$ cat config.mk
export PLATFORM = sky130hd
export DESIGN_NAME = eis_top
export DESIGN_NICKNAME = d
export VERILOG_FILES = /design/src/logic/eis_pkg.sv /design/src/logic/eis_flr.sv /design/src/logic/eis_intx.sv /design/src/logic/eis_top.sv
export SDC_FILE = /design/constraint.sdc
export NUM_CORES = 1
export LEC_CHECK = 0
export BUFFER_PORTS_ARGS = -buffer_cell sky130_fd_sc_hd__buf_4
export CAP_MARGIN = 10
export CORE_MARGIN = 3
export CORE_UTILIZATION = 53
export CTS_BUF_LIST = sky130_fd_sc_hd__clkbuf_4 sky130_fd_sc_hd__clkbuf_8 sky130_fd_sc_hd__clkbuf_16
export DETAILED_ROUTE_END_ITERATION = 8
export PLACE_DENSITY = 0.93
export REMOVE_ABC_BUFFERS = 1
export SKIP_CTS_REPAIR_TIMING = 1
export SLEW_MARGIN = 5
export SYNTH_ARGS = -nofsm -noshare
export SYNTH_HDL_FRONTEND = slang
export SYNTH_SLANG_ARGS = --single-unit
$ cat constraint.sdc
create_clock -name clk -period 3.6 [get_ports clk]
set_input_delay 0.72 -clock clk [delete_from_list [all_inputs] [get_ports clk]]
set_output_delay 0.72 -clock clk [all_outputs]
set_load 0.005 [all_outputs]
$ cat src/logic/eis_pkg.sv
package eis_pkg;

  localparam int ADDR_W = 8;
  localparam int DATA_W = 32;

  // register byte offsets
  localparam logic [7:0] OFF_CMD      = 8'h00;
  localparam logic [7:0] OFF_DEV_CTL  = 8'h04;
  localparam logic [7:0] OFF_LNK_CTL  = 8'h08;
  localparam logic [7:0] OFF_DEV_CTL2 = 8'h0c;
  localparam logic [7:0] OFF_MSI      = 8'h10;
  localparam logic [7:0] OFF_PM       = 8'h14;
  localparam logic [7:0] OFF_INT_STAT = 8'h18;
  localparam logic [7:0] OFF_FLR      = 8'h1c;
  localparam logic [7:0] OFF_IRQ_STAT = 8'h20;
  localparam logic [7:0] OFF_IRQ_MASK = 8'h24;

  // field positions
  localparam int CMD_INT_DIS  = 5;
  localparam int MSI_EN_BIT   = 0;
  localparam int MSI_CNT_LSB  = 1;
  localparam int MSI_CNT_MSB  = 3;
  localparam int PM_EN_BIT    = 0;
  localparam int PM_STAT_BIT  = 1;
  localparam int FLR_GO_BIT   = 0;
  localparam int FLR_BUSY_BIT = 1;
  localparam int IRQ_ASSERT   = 0;
  localparam int IRQ_DEASSERT = 1;
  localparam int IRQ_PME      = 2;
  localparam int IRQ_FLR      = 3;
  localparam int IRQ_W        = 4;

  // reset values
  localparam logic [5:0]       CMD_RST      = 6'h00;
  localparam logic [14:0]      DEV_CTL_RST  = 15'h0000;
  localparam logic [7:0]       LNK_CTL_RST  = 8'h00;
  localparam logic [4:0]       DEV_CTL2_RST = 5'h00;
  localparam logic             MSI_EN_RST   = 1'b0;
  localparam logic [2:0]       MSI_CNT_RST  = 3'h0;
  localparam logic             PM_EN_RST    = 1'b0;
  localparam logic [IRQ_W-1:0] IRQ_STAT_RST = 4'h0;
  localparam logic [IRQ_W-1:0] IRQ_MASK_RST = 4'h0;

  typedef struct packed {
    logic [5:0]  cmd;       // 5 int dis, 4 serr, 3 parity, 2 bm, 1 mem, 0 io
    logic [14:0] dev_ctl;
    logic [7:0]  lnk_ctl;
    logic [4:0]  dev_ctl2;
  } eis_mirror_t;

  typedef struct packed {
    logic valid;      // one-cycle message strobe
    logic is_assert;  // 1 assert, 0 deassert
  } eis_intx_msg_t;

  typedef enum logic [1:0] {
    FLR_IDLE = 2'b00,
    FLR_WAIT = 2'b01,
    FLR_DONE = 2'b10
  } eis_flr_state_t;

endpackage : eis_pkg

$ cat src/logic/eis_flr.sv
module eis_flr (
  input  wire logic clk,       // core clock
  input  wire logic rst,       // sync reset
  input  wire logic ce,        // clock enable
  input  wire logic start,     // software asks for a function reset
  input  wire logic user_rdy,  // user logic ready for reset
  output logic      reset_req, // request toward user logic
  output logic      done       // one-cycle pulse, reset carried out
);
  import eis_pkg::*;

  typedef struct packed {
    eis_flr_state_t st;
  } eis_flr_regs_t;

  eis_flr_regs_t r_ff;
  eis_flr_regs_t nxt_r;

  always_comb begin
    nxt_r = r_ff;
    case (r_ff.st)
      FLR_IDLE: if (start) nxt_r.st = FLR_WAIT;          // see RL12
      FLR_WAIT: if (user_rdy) nxt_r.st = FLR_DONE;       // see RL13
      FLR_DONE: nxt_r.st = FLR_IDLE;
      default:  nxt_r.st = FLR_IDLE;
    endcase
  end

  always_ff @(posedge clk) begin
    if (rst) begin
      r_ff <= '{st: FLR_IDLE};
    end else if (ce) begin
      r_ff <= nxt_r;
    end
  end

  assign reset_req = (r_ff.st == FLR_WAIT);
  assign done      = (r_ff.st == FLR_DONE);

  AST_FLR_REQ: // see RL12
  assert property (@(posedge clk) disable iff (rst)
    ce && start && r_ff.st == FLR_IDLE |=> reset_req)
  else $error("function reset request not raised");

  AST_FLR_HOLD: // see RL12
  assert property (@(posedge clk) disable iff (rst)
    reset_req && !(ce && user_rdy) |=> reset_req)
  else $error("function reset request dropped before ready");

endmodule : eis_flr

$ cat src/logic/eis_intx.sv
module eis_intx (
  input  wire logic                   clk,         // core clock
  input  wire logic                   rst,         // sync reset
  input  wire logic                   ce,          // clock enable
  input  wire logic                   req_n,       // legacy request, low active
  input  wire logic                   int_disable, // command bit 5
  input  wire logic                   msi_on,      // msi replaces legacy
  output eis_pkg::eis_intx_msg_t      msg,         // message strobe
  output logic                        status       // interrupt status
);
  import eis_pkg::*;

  typedef struct packed {
    logic          req_n_d;
    logic          status;
    eis_intx_msg_t msg;
  } eis_intx_state_t;

  eis_intx_state_t st_ff;
  eis_intx_state_t nxt_st;
  logic            fall;
  logic            rise;
  logic            quiet;

  assign fall  = st_ff.req_n_d & ~req_n;
  assign rise  = ~st_ff.req_n_d & req_n;
  assign quiet = int_disable | msi_on;

  always_comb begin
    nxt_st           = st_ff;
    nxt_st.req_n_d   = req_n;
    nxt_st.msg.valid = 1'b0;
    // status tracks the edges even while messages are muted
    if (fall) begin
      nxt_st.status        = 1'b1;                  // see RL5 see RL7
      nxt_st.msg.valid     = ~quiet;                // see RL7 see RL15
      nxt_st.msg.is_assert = 1'b1;                  // see RL5 see RL11
    end else if (rise) begin
      nxt_st.status        = 1'b0;                  // see RL6
      nxt_st.msg.valid     = ~quiet;                // see RL7 see RL15
      nxt_st.msg.is_assert = 1'b0;                  // see RL6
    end
  end

  always_ff @(posedge clk) begin
    if (rst) begin
      st_ff <= '{req_n_d: 1'b1, status: 1'b0, msg: '{1'b0, 1'b0}};
    end else if (ce) begin
      st_ff <= nxt_st;
    end
  end

  assign msg    = st_ff.msg;
  assign status = st_ff.status;

  AST_INTX_ASSERT: // see RL5
  assert property (@(posedge clk) disable iff (rst)
    ce && fall && !quiet |=> msg.valid && msg.is_assert && status)
  else $error("assert message missing after falling request");

  AST_INTX_DEASSERT: // see RL6
  assert property (@(posedge clk) disable iff (rst)
    ce && rise && !quiet |=> msg.valid && !msg.is_assert && !status)
  else $error("deassert message missing after rising request");

  AST_INTX_MUTED: // see RL7
  assert property (@(posedge clk) disable iff (rst)
    ce && int_disable |=> !msg.valid)
  else $error("legacy message sent while interrupt disable set");

  AST_INTX_STATUS: // see RL7
  assert property (@(posedge clk) disable iff (rst)
    ce |=> status == !$past(req_n))
  else $error("interrupt status does not follow request");

  AST_INTX_MSI: // see RL15
  assert property (@(posedge clk) disable iff (rst)
    ce && msi_on |=> !msg.valid)
  else $error("legacy message sent while msi enabled");

endmodule : eis_intx

$ cat src/logic/eis_top.sv
// How it works
// RL1: command bits int disable, serr, parity, master, mem, io mirrored out.
// RL2: device control bits 14 to 0 mirrored out on the core clock.
// RL3: link control bits 7 to 0 mirrored out on the core clock.
// RL4: device control 2 bits 4 to 0 mirrored out on the core clock.
// RL5: falling request sends an assert message and sets interrupt status.
// RL6: rising request sends a deassert message and clears interrupt status.
// RL7: interrupt disable mutes messages; status still follows request.
// RL8: user spaces request edges two cycles apart in x4 and downgraded x1.
// RL9: user spaces request edges eight cycles apart in native x1.
// RL10: user raises request after disable change, e.g. OR with command bit 5.
// RL11: only one legacy interrupt line, INTA, exists.
// RL12: function reset request output raised when a function reset is due.
// RL13: user drives ready high when prepared for the function reset.
// RL14: three-bit granted msi message count is output.
// RL15: msi enabled output high means msi used, legacy request disabled.
// RL16: power event input copied into the pme status bit.
// RL17: pme enable bit output, high permits pme messages.
//
// Chosen here: the APB register port and the address map.
module eis_top (
  input  wire logic                  clk,            // core clock, 100 MHz
  input  wire logic                  rst,            // sync reset, high
  input  wire logic                  ce,             // clock enable
  input  wire logic                  psel,           // apb select
  input  wire logic                  penable,        // apb enable
  input  wire logic                  pwrite,         // apb direction
  input  wire logic [7:0]            paddr,          // apb byte address
  input  wire logic [31:0]           pwdata,         // apb write data
  output logic                       pready,         // apb ready
  output logic      [31:0]           prdata,         // apb read data
  output logic                       pslverr,        // apb error
  output logic                       irq,            // level interrupt
  input  wire logic                  inta_req_n,     // legacy request
  output eis_pkg::eis_intx_msg_t     intx_msg,       // intx message strobe
  output logic                       int_status,     // interrupt status
  output eis_pkg::eis_mirror_t       cfg_mirror,     // control mirrors
  output logic      [2:0]            granted_vector_count, // msi granted
  output logic                       msi_enabled,    // msi in use
  input  wire logic                  pme_event,      // power event input
  output logic                       pme_enable,     // pme messages allowed
  output logic                       func_reset_req, // function reset request
  input  wire logic                  func_reset_rdy  // user ready for reset
);
  import eis_pkg::*;

  typedef struct packed {
    eis_mirror_t      mirror;
    logic             msi_en;
    logic [2:0]       msi_cnt;
    logic             pme_en;
    logic             pme_stat;
    logic             pme_d;
    logic [IRQ_W-1:0] irq_stat;
    logic [IRQ_W-1:0] irq_mask;
  } eis_regs_t;

  eis_regs_t        r_ff;
  eis_regs_t        nxt_r;
  logic             wr;
  logic             flr_start;
  logic             flr_done;
  logic             flr_rdy_seen;
  logic [IRQ_W-1:0] events;
  logic [31:0]      rdata;
  logic             unmapped;
  eis_intx_msg_t    msg;
  logic             stat;

  // zero wait states; a frozen block stalls the bus instead of losing writes
  assign pready = ce;
  assign wr     = psel & penable & pwrite & ce & ~unmapped;

  assign flr_start = wr && paddr == OFF_FLR && pwdata[FLR_GO_BIT];

  eis_intx u_intx (
    .clk         (clk),
    .rst         (rst),
    .ce          (ce),
    .req_n       (inta_req_n),
    .int_disable (r_ff.mirror.cmd[CMD_INT_DIS]),
    .msi_on      (r_ff.msi_en),
    .msg         (msg),
    .status      (stat)
  );

  eis_flr u_flr (
    .clk       (clk),
    .rst       (rst),
    .ce        (ce),
    .start     (flr_start),
    .user_rdy  (func_reset_rdy),
    .reset_req (func_reset_req),
    .done      (flr_done)
  );

  assign flr_rdy_seen = func_reset_req & func_reset_rdy;

  always_comb begin
    events               = '0;
    events[IRQ_ASSERT]   = msg.valid & msg.is_assert;
    events[IRQ_DEASSERT] = msg.valid & ~msg.is_assert;
    events[IRQ_PME]      = pme_event & ~r_ff.pme_d;
    events[IRQ_FLR]      = flr_rdy_seen;
  end

  // read mux; paddr decode also flags unmapped offsets
  always_comb begin
    rdata    = '0;
    unmapped = 1'b0;
    case (paddr)
      OFF_CMD:      rdata[5:0]  = r_ff.mirror.cmd;
      OFF_DEV_CTL:  rdata[14:0] = r_ff.mirror.dev_ctl;
      OFF_LNK_CTL:  rdata[7:0]  = r_ff.mirror.lnk_ctl;
      OFF_DEV_CTL2: rdata[4:0]  = r_ff.mirror.dev_ctl2;
      OFF_MSI: begin
        rdata[MSI_EN_BIT]              = r_ff.msi_en;
        rdata[MSI_CNT_MSB:MSI_CNT_LSB] = r_ff.msi_cnt;
      end
      OFF_PM: begin
        rdata[PM_EN_BIT]   = r_ff.pme_en;
        rdata[PM_STAT_BIT] = r_ff.pme_stat;
      end
      OFF_INT_STAT: rdata[0] = stat;                   // see RL11
      OFF_FLR:      rdata[FLR_BUSY_BIT] = func_reset_req;
      OFF_IRQ_STAT: rdata[IRQ_W-1:0] = r_ff.irq_stat;
      OFF_IRQ_MASK: rdata[IRQ_W-1:0] = r_ff.irq_mask;
      default:      unmapped = 1'b1;
    endcase
  end

  assign prdata  = (psel & ~pwrite) ? rdata : 32'h0000_0000;
  assign pslverr = psel & penable & unmapped;

  always_comb begin
    nxt_r          = r_ff;
    nxt_r.pme_d    = pme_event;
    nxt_r.pme_stat = pme_event;                        // see RL16
    if (wr) begin
      case (paddr)
        OFF_CMD:      nxt_r.mirror.cmd      = pwdata[5:0];   // see RL1
        OFF_DEV_CTL:  nxt_r.mirror.dev_ctl  = pwdata[14:0];  // see RL2
        OFF_LNK_CTL:  nxt_r.mirror.lnk_ctl  = pwdata[7:0];   // see RL3
        OFF_DEV_CTL2: nxt_r.mirror.dev_ctl2 = pwdata[4:0];   // see RL4
        OFF_MSI: begin
          nxt_r.msi_en  = pwdata[MSI_EN_BIT];                // see RL15
          nxt_r.msi_cnt = pwdata[MSI_CNT_MSB:MSI_CNT_LSB];   // see RL14
        end
        OFF_PM:       nxt_r.pme_en   = pwdata[PM_EN_BIT];    // see RL17
        OFF_IRQ_MASK: nxt_r.irq_mask = pwdata[IRQ_W-1:0];
        default:      nxt_r.mirror   = r_ff.mirror;
      endcase
    end
    // function reset returns the control fields to reset; status and
    // interrupt bookkeeping survive so software can see what happened
    if (flr_done) begin
      nxt_r.mirror.cmd      = CMD_RST;
      nxt_r.mirror.dev_ctl  = DEV_CTL_RST;
      nxt_r.mirror.lnk_ctl  = LNK_CTL_RST;
      nxt_r.mirror.dev_ctl2 = DEV_CTL2_RST;
      nxt_r.msi_en          = MSI_EN_RST;
      nxt_r.msi_cnt         = MSI_CNT_RST;
      nxt_r.pme_en          = PM_EN_RST;
    end
    // write one to clear; a same-cycle event wins
    if (wr && paddr == OFF_IRQ_STAT) begin
      nxt_r.irq_stat = r_ff.irq_stat & ~pwdata[IRQ_W-1:0];
    end
    nxt_r.irq_stat = nxt_r.irq_stat | events;
  end

  always_ff @(posedge clk) begin
    if (rst) begin
      r_ff.mirror.cmd      <= CMD_RST;
      r_ff.mirror.dev_ctl  <= DEV_CTL_RST;
      r_ff.mirror.lnk_ctl  <= LNK_CTL_RST;
      r_ff.mirror.dev_ctl2 <= DEV_CTL2_RST;
      r_ff.msi_en          <= MSI_EN_RST;
      r_ff.msi_cnt         <= MSI_CNT_RST;
      r_ff.pme_en          <= PM_EN_RST;
      r_ff.pme_stat        <= 1'b0;
      r_ff.pme_d           <= 1'b0;
      r_ff.irq_stat        <= IRQ_STAT_RST;
      r_ff.irq_mask        <= IRQ_MASK_RST;
    end else if (ce) begin
      r_ff <= nxt_r;
    end
  end

  assign cfg_mirror           = r_ff.mirror;       // see RL1 see RL2
  assign granted_vector_count = r_ff.msi_cnt;      // see RL14
  assign msi_enabled          = r_ff.msi_en;       // see RL15
  assign pme_enable           = r_ff.pme_en;       // see RL17
  assign intx_msg             = msg;
  assign int_status           = stat;
  assign irq                  = |(r_ff.irq_stat & r_ff.irq_mask);

  AST_CMD_MIRROR: // see RL1
  assert property (@(posedge clk) disable iff (rst)
    wr && paddr == OFF_CMD && !flr_done
    |=> cfg_mirror.cmd == $past(pwdata[5:0]))
  else $error("command mirror not updated by write");

  AST_DEV_CTL_MIRROR: // see RL2
  assert property (@(posedge clk) disable iff (rst)
    wr && paddr == OFF_DEV_CTL && !flr_done
    ##1 !ce [*2] |-> cfg_mirror.dev_ctl == $past(pwdata[14:0], 2))
  else $error("device control mirror lost while frozen");

  AST_LNK_CTL_MIRROR: // see RL3
  assert property (@(posedge clk) disable iff (rst)
    wr && paddr == OFF_LNK_CTL && !flr_done
    |=> cfg_mirror.lnk_ctl == $past(pwdata[7:0]))
  else $error("link control mirror not updated by write");

  AST_DEV_CTL2_MIRROR: // see RL4
  assert property (@(posedge clk) disable iff (rst)
    wr && paddr == OFF_DEV_CTL2 && !flr_done
    |=> cfg_mirror.dev_ctl2 == $past(pwdata[4:0]))
  else $error("device control 2 mirror not updated by write");

  AST_SINGLE_LINE: // see RL11
  assert property (@(posedge clk) disable iff (rst)
    psel && !pwrite && paddr == OFF_INT_STAT
    |-> prdata[31:1] == 31'h0000_0000 && prdata[0] == int_status)
  else $error("interrupt status register shows more than one line");

  AST_MSI_COUNT: // see RL14
  assert property (@(posedge clk) disable iff (rst)
    wr && paddr == OFF_MSI && !flr_done
    |=> granted_vector_count == $past(pwdata[MSI_CNT_MSB:MSI_CNT_LSB])
        && msi_enabled == $past(pwdata[MSI_EN_BIT]))
  else $error("msi count or enable not updated by write");

  AST_PME_COPY: // see RL16
  assert property (@(posedge clk) disable iff (rst)
    ce && $rose(pme_event) |=> r_ff.pme_stat && r_ff.irq_stat[IRQ_PME])
  else $error("power event not captured in status");

  AST_PME_EN: // see RL17
  assert property (@(posedge clk) disable iff (rst)
    ce && flr_done
    |=> !pme_enable && !msi_enabled && cfg_mirror.cmd == CMD_RST)
  else $error("function reset did not clear control fields");

  AST_FLR_CLEAR: // see RL2
  assert property (@(posedge clk) disable iff (rst)
    ce && flr_done |=> cfg_mirror.dev_ctl == DEV_CTL_RST
        && cfg_mirror.lnk_ctl == LNK_CTL_RST
        && cfg_mirror.dev_ctl2 == DEV_CTL2_RST)
  else $error("function reset left a control mirror set");

  AST_FLR_DONE_ONCE: // see RL12
  assert property (@(posedge clk) disable iff (rst)
    ce && flr_done |=> !flr_done)
  else $error("function reset done lasted more than one cycle");

  AST_PM_EN_WR: // see RL17
  assert property (@(posedge clk) disable iff (rst)
    wr && paddr == OFF_PM && !flr_done |=> pme_enable == $past(pwdata[0]))
  else $error("pme enable not updated by write");

  AST_PME_STAT_CLR: // see RL16
  assert property (@(posedge clk) disable iff (rst)
    ce && !pme_event |=> !r_ff.pme_stat)
  else $error("pme status kept after power event ended");

  AST_INT_DIS_BIT: // see RL7
  assert property (@(posedge clk) disable iff (rst)
    ce && cfg_mirror.cmd[CMD_INT_DIS] |=> !intx_msg.valid)
  else $error("message sent while command disable bit set");

  AST_MSI_MUTE: // see RL15
  assert property (@(posedge clk) disable iff (rst)
    ce && msi_enabled |=> !intx_msg.valid)
  else $error("legacy message sent while msi enabled output high");

  // frozen block must neither lose nor gain state
  AST_FREEZE:
  assert property (@(posedge clk) disable iff (rst)
    !ce |=> $stable(r_ff))
  else $error("state changed while clock enable low");

  AST_UNMAPPED_WR:
  assert property (@(posedge clk) disable iff (rst)
    psel && penable && pwrite && ce && unmapped && !flr_done
    |=> $stable(r_ff.mirror))
  else $error("write to unmapped offset changed a mirror");

  AST_RD_ZERO:
  assert property (@(posedge clk) disable iff (rst)
    psel && !pwrite && unmapped |-> prdata == 32'h0000_0000)
  else $error("unmapped read returned nonzero data");

  AST_MASK_WR:
  assert property (@(posedge clk) disable iff (rst)
    wr && paddr == OFF_IRQ_MASK |=> r_ff.irq_mask == $past(pwdata[3:0]))
  else $error("interrupt mask not updated by write");

  AST_W1C:
  assert property (@(posedge clk) disable iff (rst)
    wr && paddr == OFF_IRQ_STAT && events == '0
    |=> (r_ff.irq_stat & $past(pwdata[3:0])) == '0)
  else $error("write one did not clear interrupt status");

  // a clear in the same cycle as an event must lose
  AST_SET_WINS:
  assert property (@(posedge clk) disable iff (rst)
    ce && events != '0 |=> (r_ff.irq_stat & $past(events)) == $past(events))
  else $error("interrupt event lost");

endmodule : eis_top

==> qor.csv, run 1 <==
metric;value;unit
required time worst endpoint;2.88;ns
worst-path fanout max;8;
GPL Wtd Cong;0.909;
total core area;5640;um^2
number of non-filler instances in the completed layout;508;
CP Class;in2out;
maximum number of pins on one net before global-route repair;47;
DIE WIDTH;83.1;um
Worst Hold Depth;2;
Post-Syn Instances;390;
antenna violations before repair;0;
fin. max-slew vios;0;
worst r2r path cells;4;
Worst Hold Launch;cfg_mirror[32];
Final #Nets;486;
Netlist cell types;46;
largest cells by area after synthesis;dfxtp_1 34%, buf_4 15%, a21oi_1 7.6%, o21ai_0 6.5%, nand3_1 4.8%;
Wirelength per Cell;18.2;um
crit path capture type;primary output;
PwrDens;296;nW/um^2
worst clock skew;0.00417;ns
part of the cycle the worst path needs;91.5;%
die height;83.1;um
initial DRC count;354;
most frequent CP cell;buf_4;
Hold Path Class;reg2reg;
Hold EP;cfg_mirror[32];
worst stage delay on the critical path;0.73;ns
CTS root buf;clkbuf_8;
leakage power;1.45;nW
Slew @ Worst Pin;0.863;ns
full die area;6910;um^2
cell taking the most area after synthesis;dfxtp_1;
Total Power;1.08;mW
Worst Path Buf+Inv;2;
FF-to-FF End;cfg_mirror[26];
Pre-Repair DR Iteration Count;5;
Mapped Area;3150;um^2
DR vias/cell;6.35;
Clock Path Buffers;2;
Synth Warn #;0;
Slew headroom;42.3;%
post-synthesis sequential area ratio;33.7;%
design area;3640;um^2
diode count;0;
fin crit period;3.29;ns
# rows;27;
number of global-route vias before repair;2881;
outcome;finished clean;
Avg Cell Area, Syn;8.08;um^2
H-tree depth;2;
IO Count;127;
Post-DP HPWL;6630;um
final setup vio count;0;
Final Hold Fails;0;
Final ANT Viol Nets;0;
final global-route overflow total;0;
CP Data Arrival Time;2.57;ns
port bufs;92;
Util after Layout;64.6;%
clock sinks;53;
flop2flop setup slack;1.39;ns
Worst-Skew Late Latency;0.31;ns
number of synthesized flops with an enable pin;0;
setup TNS;0;ns
dpl cell area;3540;um^2
CP Launch Type;input port;
DRC;0;
fmax;304;MHz
crit path cell chain;buf_4, or4b_2, nor2_2, a222oi_1, a31oi_1, buf_4;
layout cells sized above 1;27.3;%
Area growth syn-to-layout;15.6;%
most common flop cell mapped by yosys;dfxtp_1;
FILL cells;507;
GRT Total Usage;25.7;%
total of max-cap violations;0;
RR Startpoint;u_flr.r_ff[1];
first-pass GRT wire length;14700;um
RSZ-0062 raised after global routing;no;
slowest CP cell;or4b_2;
drt total wl;9270;um
Crit path max-delay family;simple AND/OR/NAND/NOR gates;
Initial Utilization;55.8;%
VDD IR-drop max;0.163;mV
synthesis-stage register bit count;53;
post-synth top area share;33.7;%
Post-synth ARST share;0;%
CTS tree;yes;
CTS Buf Count;5;
vias;3227;
clk slew on worst S/H paths;0.10;ns
Inst Count DP;500;
[logic make-up after synthesis]
kind of cell               after synthesis  share of synthesized area, %
muxes                                    4                          1.27
and+or+nand+nor                        114                          22.0
DFF                                     53                          33.7
AOI/OAI and AO/OA                      127                          24.1
adders and majority gates                2                         0.794
other                                    1                         0.119
buffers and inverters                   89                          18.1
[worst register-to-register path: cells and delay by family, from the launching register on]
kind	cells	cell delay, ns
and+or+nand+nor	1	0.72
AOI/OAI and AO/OA	3	0.99
DFF	1	0.40
[metrics by stage]
stage	setup slack (ns)	hold WS [ns]
global route	0.220	0.530
CTS	0.275	0.500
detailed placement	0.279	0.486
floorplan	0.352	0.456
global placement	0.327	0.473
finish	0.307	0.496
[layout by cell type (no fill, tap or decap), types with 9 or more instances in the layout]
cell type and count:
nand3_1 30, nand2_1 9, nand4_1 12, o21ai_0 41, conb_1 17, nor2_1 9
a22oi_1 11, and3_1 9, a21oi_1 48, a22o_1 9, buf_4 104, dfxtp_1 53
[flip-flops by register name, summed over array words and instances (netlist names)]
register / flops
granted_vector_count: 3
r_ff: 9
pme_enable: 1
msi_enabled: 1
u_intx.st_ff: 1
u_flr.r_ff: 2
u_intx.msg: 2
cfg_mirror: 34
[cell type report]
class	instances	area [um^2]	share of cell area [%]
Multi-Input combinational cell	264	1580	43.4
Sequential cell	53	1060	29.1
Timing Repair Buffer	104	781	21.4
Clock buffer	7	96.3	2.65
Tap cell	72	90.1	2.47
Inverter	7	26.3	0.721
Clock inverter	1	8.76	0.240
[synth_stat cells, drive strengths merged, types with 3 or more instances]
cell    instances
nor2           10
nand2           9
and3            9
nand4          12
nor4            4
nor3            6
a21oi          48
clkbuf         15
nand3          30
inv             7
dfxtp          53
o21ai          41
buf            67
and2            9
a22oi          11
mux2i           4
a32oi           4
nand2b          3
a22o            9
a41oi           3
nor2b           4
nor4b           4
or3             4
nand3b          3
[power by group]
group | switching [mW] | total, mW | internal (mW)
sequential | 0.00429 | 0.594 | 0.590
clock | 0.199 | 0.377 | 0.178
combinational | 0.0640 | 0.108 | 0.0436
[worst max-delay path by stage]
stage	startpoint	endpoint	slack (ns)	cells after the start
finish	paddr[1]	prdata[2]	0.31	6
global route	paddr[1]	prdata[2]	0.22	6
CTS	paddr[1]	prdata[3]	0.28	6
detailed placement	paddr[1]	prdata[3]	0.28	6
global placement	paddr[1]	prdata[3]	0.33	6
floorplan	paddr[7]	prdata[3]	0.35	4
[per-layer routing]
metal | track usage (%) | part of all wire, % | routed length, um
met4 | 7.73 | 1.7 | 154
met3 | 5.16 | 9.7 | 899
met5 | 0 | 0 | 0
met2 | 42.1 | 48 | 4490
met1 | 34.0 | 40 | 3720
Note: power is estimated with default switching activity, not from simulation.
==> run 2: changes to the inputs <==
==> constraint.sdc (replaced) <==
create_clock -name clk -period 3.6 [get_ports clk]
set_input_delay 0.18 -clock clk [delete_from_list [all_inputs] [get_ports clk]]
set_output_delay 0.18 -clock clk [all_outputs]
set_load 0.005 [all_outputs]
==> run 2 against run 1 <==
Against the previous run:
- register-to-register slack got worse by 0.04 ns
- combinational power about the same
- hold slack got worse by 0.42 ns
- core utilization decreased by 0.67 points
- fmax increased by 38%
- non-clock buffer count decreased by 5
- wire length decreased by 2.3%
- critical path depth unchanged
- via count decreased by 4.4%
- power increased by 0.49%
- critical endpoint is now prdata[3]
- largest cell class unchanged
- highest routed layer unchanged
==> qor.csv, run 2 (synthesis gave the netlist of run 1 again) <==
metric;value;unit
Worst Hold Launch;pwdata[14];
CP Class;in2out;
commonest non-fill, non-tap cell in the layout;buf_4;
Worst Path Buf+Inv;2;
Final Hold Fails;0;
Slew headroom;41.0;%
worst setup margin;1.22;ns
Flop pwr share;54.8;%
maximum number of pins on one net before global-route repair;47;
Hold EP;cfg_mirror[27];
flop2flop setup slack;1.35;ns
PwrDens;301;nW/um^2
Setup WS pre-CTS;1.26;ns
Final #Nets;481;
vias;3085;
design area;3600;um^2
internal power;811;uW
CTS Buf Count;5;
Max Used Layer;met4;
final setup vio count;0;
antenna violations before repair;0;
Post-DP HPWL;6500;um
total core area;5640;um^2
Switch Pwr;273;uW
CTS root buf;clkbuf_8;
Crit path max-delay family;simple AND/OR/NAND/NOR gates;
CTS tree;yes;
DR vias/cell;6.13;
Logic pwr share;9.8;%
GRT Total Usage;25.5;%
required time worst endpoint;3.42;ns
Slew @ Worst Pin;0.884;ns
drt total wl;9050;um
Worst Hold Depth;2;
VDD IR-drop max;0.182;mV
part of the cycle the worst path needs;66.1;%
GPL Wtd Cong;0.908;
# rows;27;
initial DRC count;370;
DIE WIDTH;83.1;um
most frequent cells in the layout;99 x buf_4, 53 x dfxtp_1, 48 x a21oi_1;
max FFs per register;34;
clk slew on worst S/H paths;0.10;ns
most frequent CP cell;buf_4;
final global-route overflow total;0;
FF-to-FF End;cfg_mirror[24];
worst-path fanout max;15;
H-tree depth;2;
crit path capture type;primary output;
slowest CP cell;or4b_2;
crit path cell chain;buf_4, or4b_2, nor2_2, a22oi_1, a41oi_1, buf_4;
M1 WL;3590;um
CP Launch Type;input port;
die height;83.1;um
Area growth syn-to-layout;14.4;%
worst stage delay on the critical path;0.73;ns
FILL cells;489;
IO Count;127;
Util after Layout;63.9;%
Wirelength per Cell;18.0;um
fin. max-slew vios;0;
diode count;0;
Pre-Repair DR Iteration Count;5;
met2 routed WL;4340;um
layout cells sized above 1;26.5;%
number of global-route vias before repair;2902;
setup TNS;0;ns
Worst-Skew Late Latency;0.31;ns
clock sinks;53;
RR Startpoint;u_flr.r_ff[1];
dpl cell area;3500;um^2
WHS;0.0789;ns
Hold Path Class;in2reg;
full die area;6910;um^2
fmax;420;MHz
Clk network pwr share;35.4;%
first-pass GRT wire length;14500;um
met3 wire length;886;um
outcome;finished clean;
fin crit period;2.38;ns
Sw Ratio;25.2;%
RSZ-0062 raised after global routing;no;
DRC;0;
worst r2r path cells;4;
Initial Utilization;55.8;%
total of max-cap violations;0;
worst clock skew;0.00329;ns
port bufs;92;
Clock Path Buffers;2;
CP Data Arrival Time;2.20;ns
Final ANT Viol Nets;0;
leakage power;1.42;nW
-- run 2: metrics by stage --
step	power [mW]	cells
finish	1.08	503
global route	1.12	503
CTS	1.08	503
detailed placement	0.711	495
global placement	0.709	495
floorplan	0.644	324
-- run 2: final cells by class --
| type | count | area, um^2 | share of cell area (%) |
|---|---|---|---|
| Multi-Input combinational cell | 264 | 1580 | 43.8 |
| Clock inverter | 1 | 8.76 | 0.243 |
| Tap cell | 72 | 90.1 | 2.50 |
| Sequential cell | 53 | 1060 | 29.4 |
| Inverter | 7 | 26.3 | 0.729 |
| Clock buffer | 7 | 96.3 | 2.67 |
| Timing Repair Buffer | 99 | 743 | 20.6 |
-- run 2: worst max-delay path by stage --
stage | start | end | cells past startpoint
4_1_cts | paddr[1] | prdata[3] | 6
5_1_grt | paddr[1] | prdata[2] | 6
3_5_place_dp | paddr[1] | prdata[3] | 6
3_3_place_gp | paddr[1] | prdata[3] | 6
6_report | paddr[1] | prdata[3] | 6
2_1_floorplan | paddr[7] | prdata[3] | 4
-- run 2: layer usage --
| metal | vias up | GRT usage, % |
|---|---|---|
| met5 | - | 0 |
| met1 | 1436 | 33.3 |
| li1 | 1438 | - |
| met4 | 0 | 8.77 |
| met3 | 19 | 6.65 |
| met2 | 192 | 40.8 |
-- run 2: power by group through the flow --
stage | Sequential, mW | Combinational, mW | Clock [mW]
global route | 0.595 | 0.116 | 0.405
floorplan | 0.607 | 0.0372 | 0
CTS | 0.594 | 0.104 | 0.383
detailed placement | 0.608 | 0.103 | 0
global placement | 0.608 | 0.101 | 0
finish | 0.595 | 0.106 | 0.384
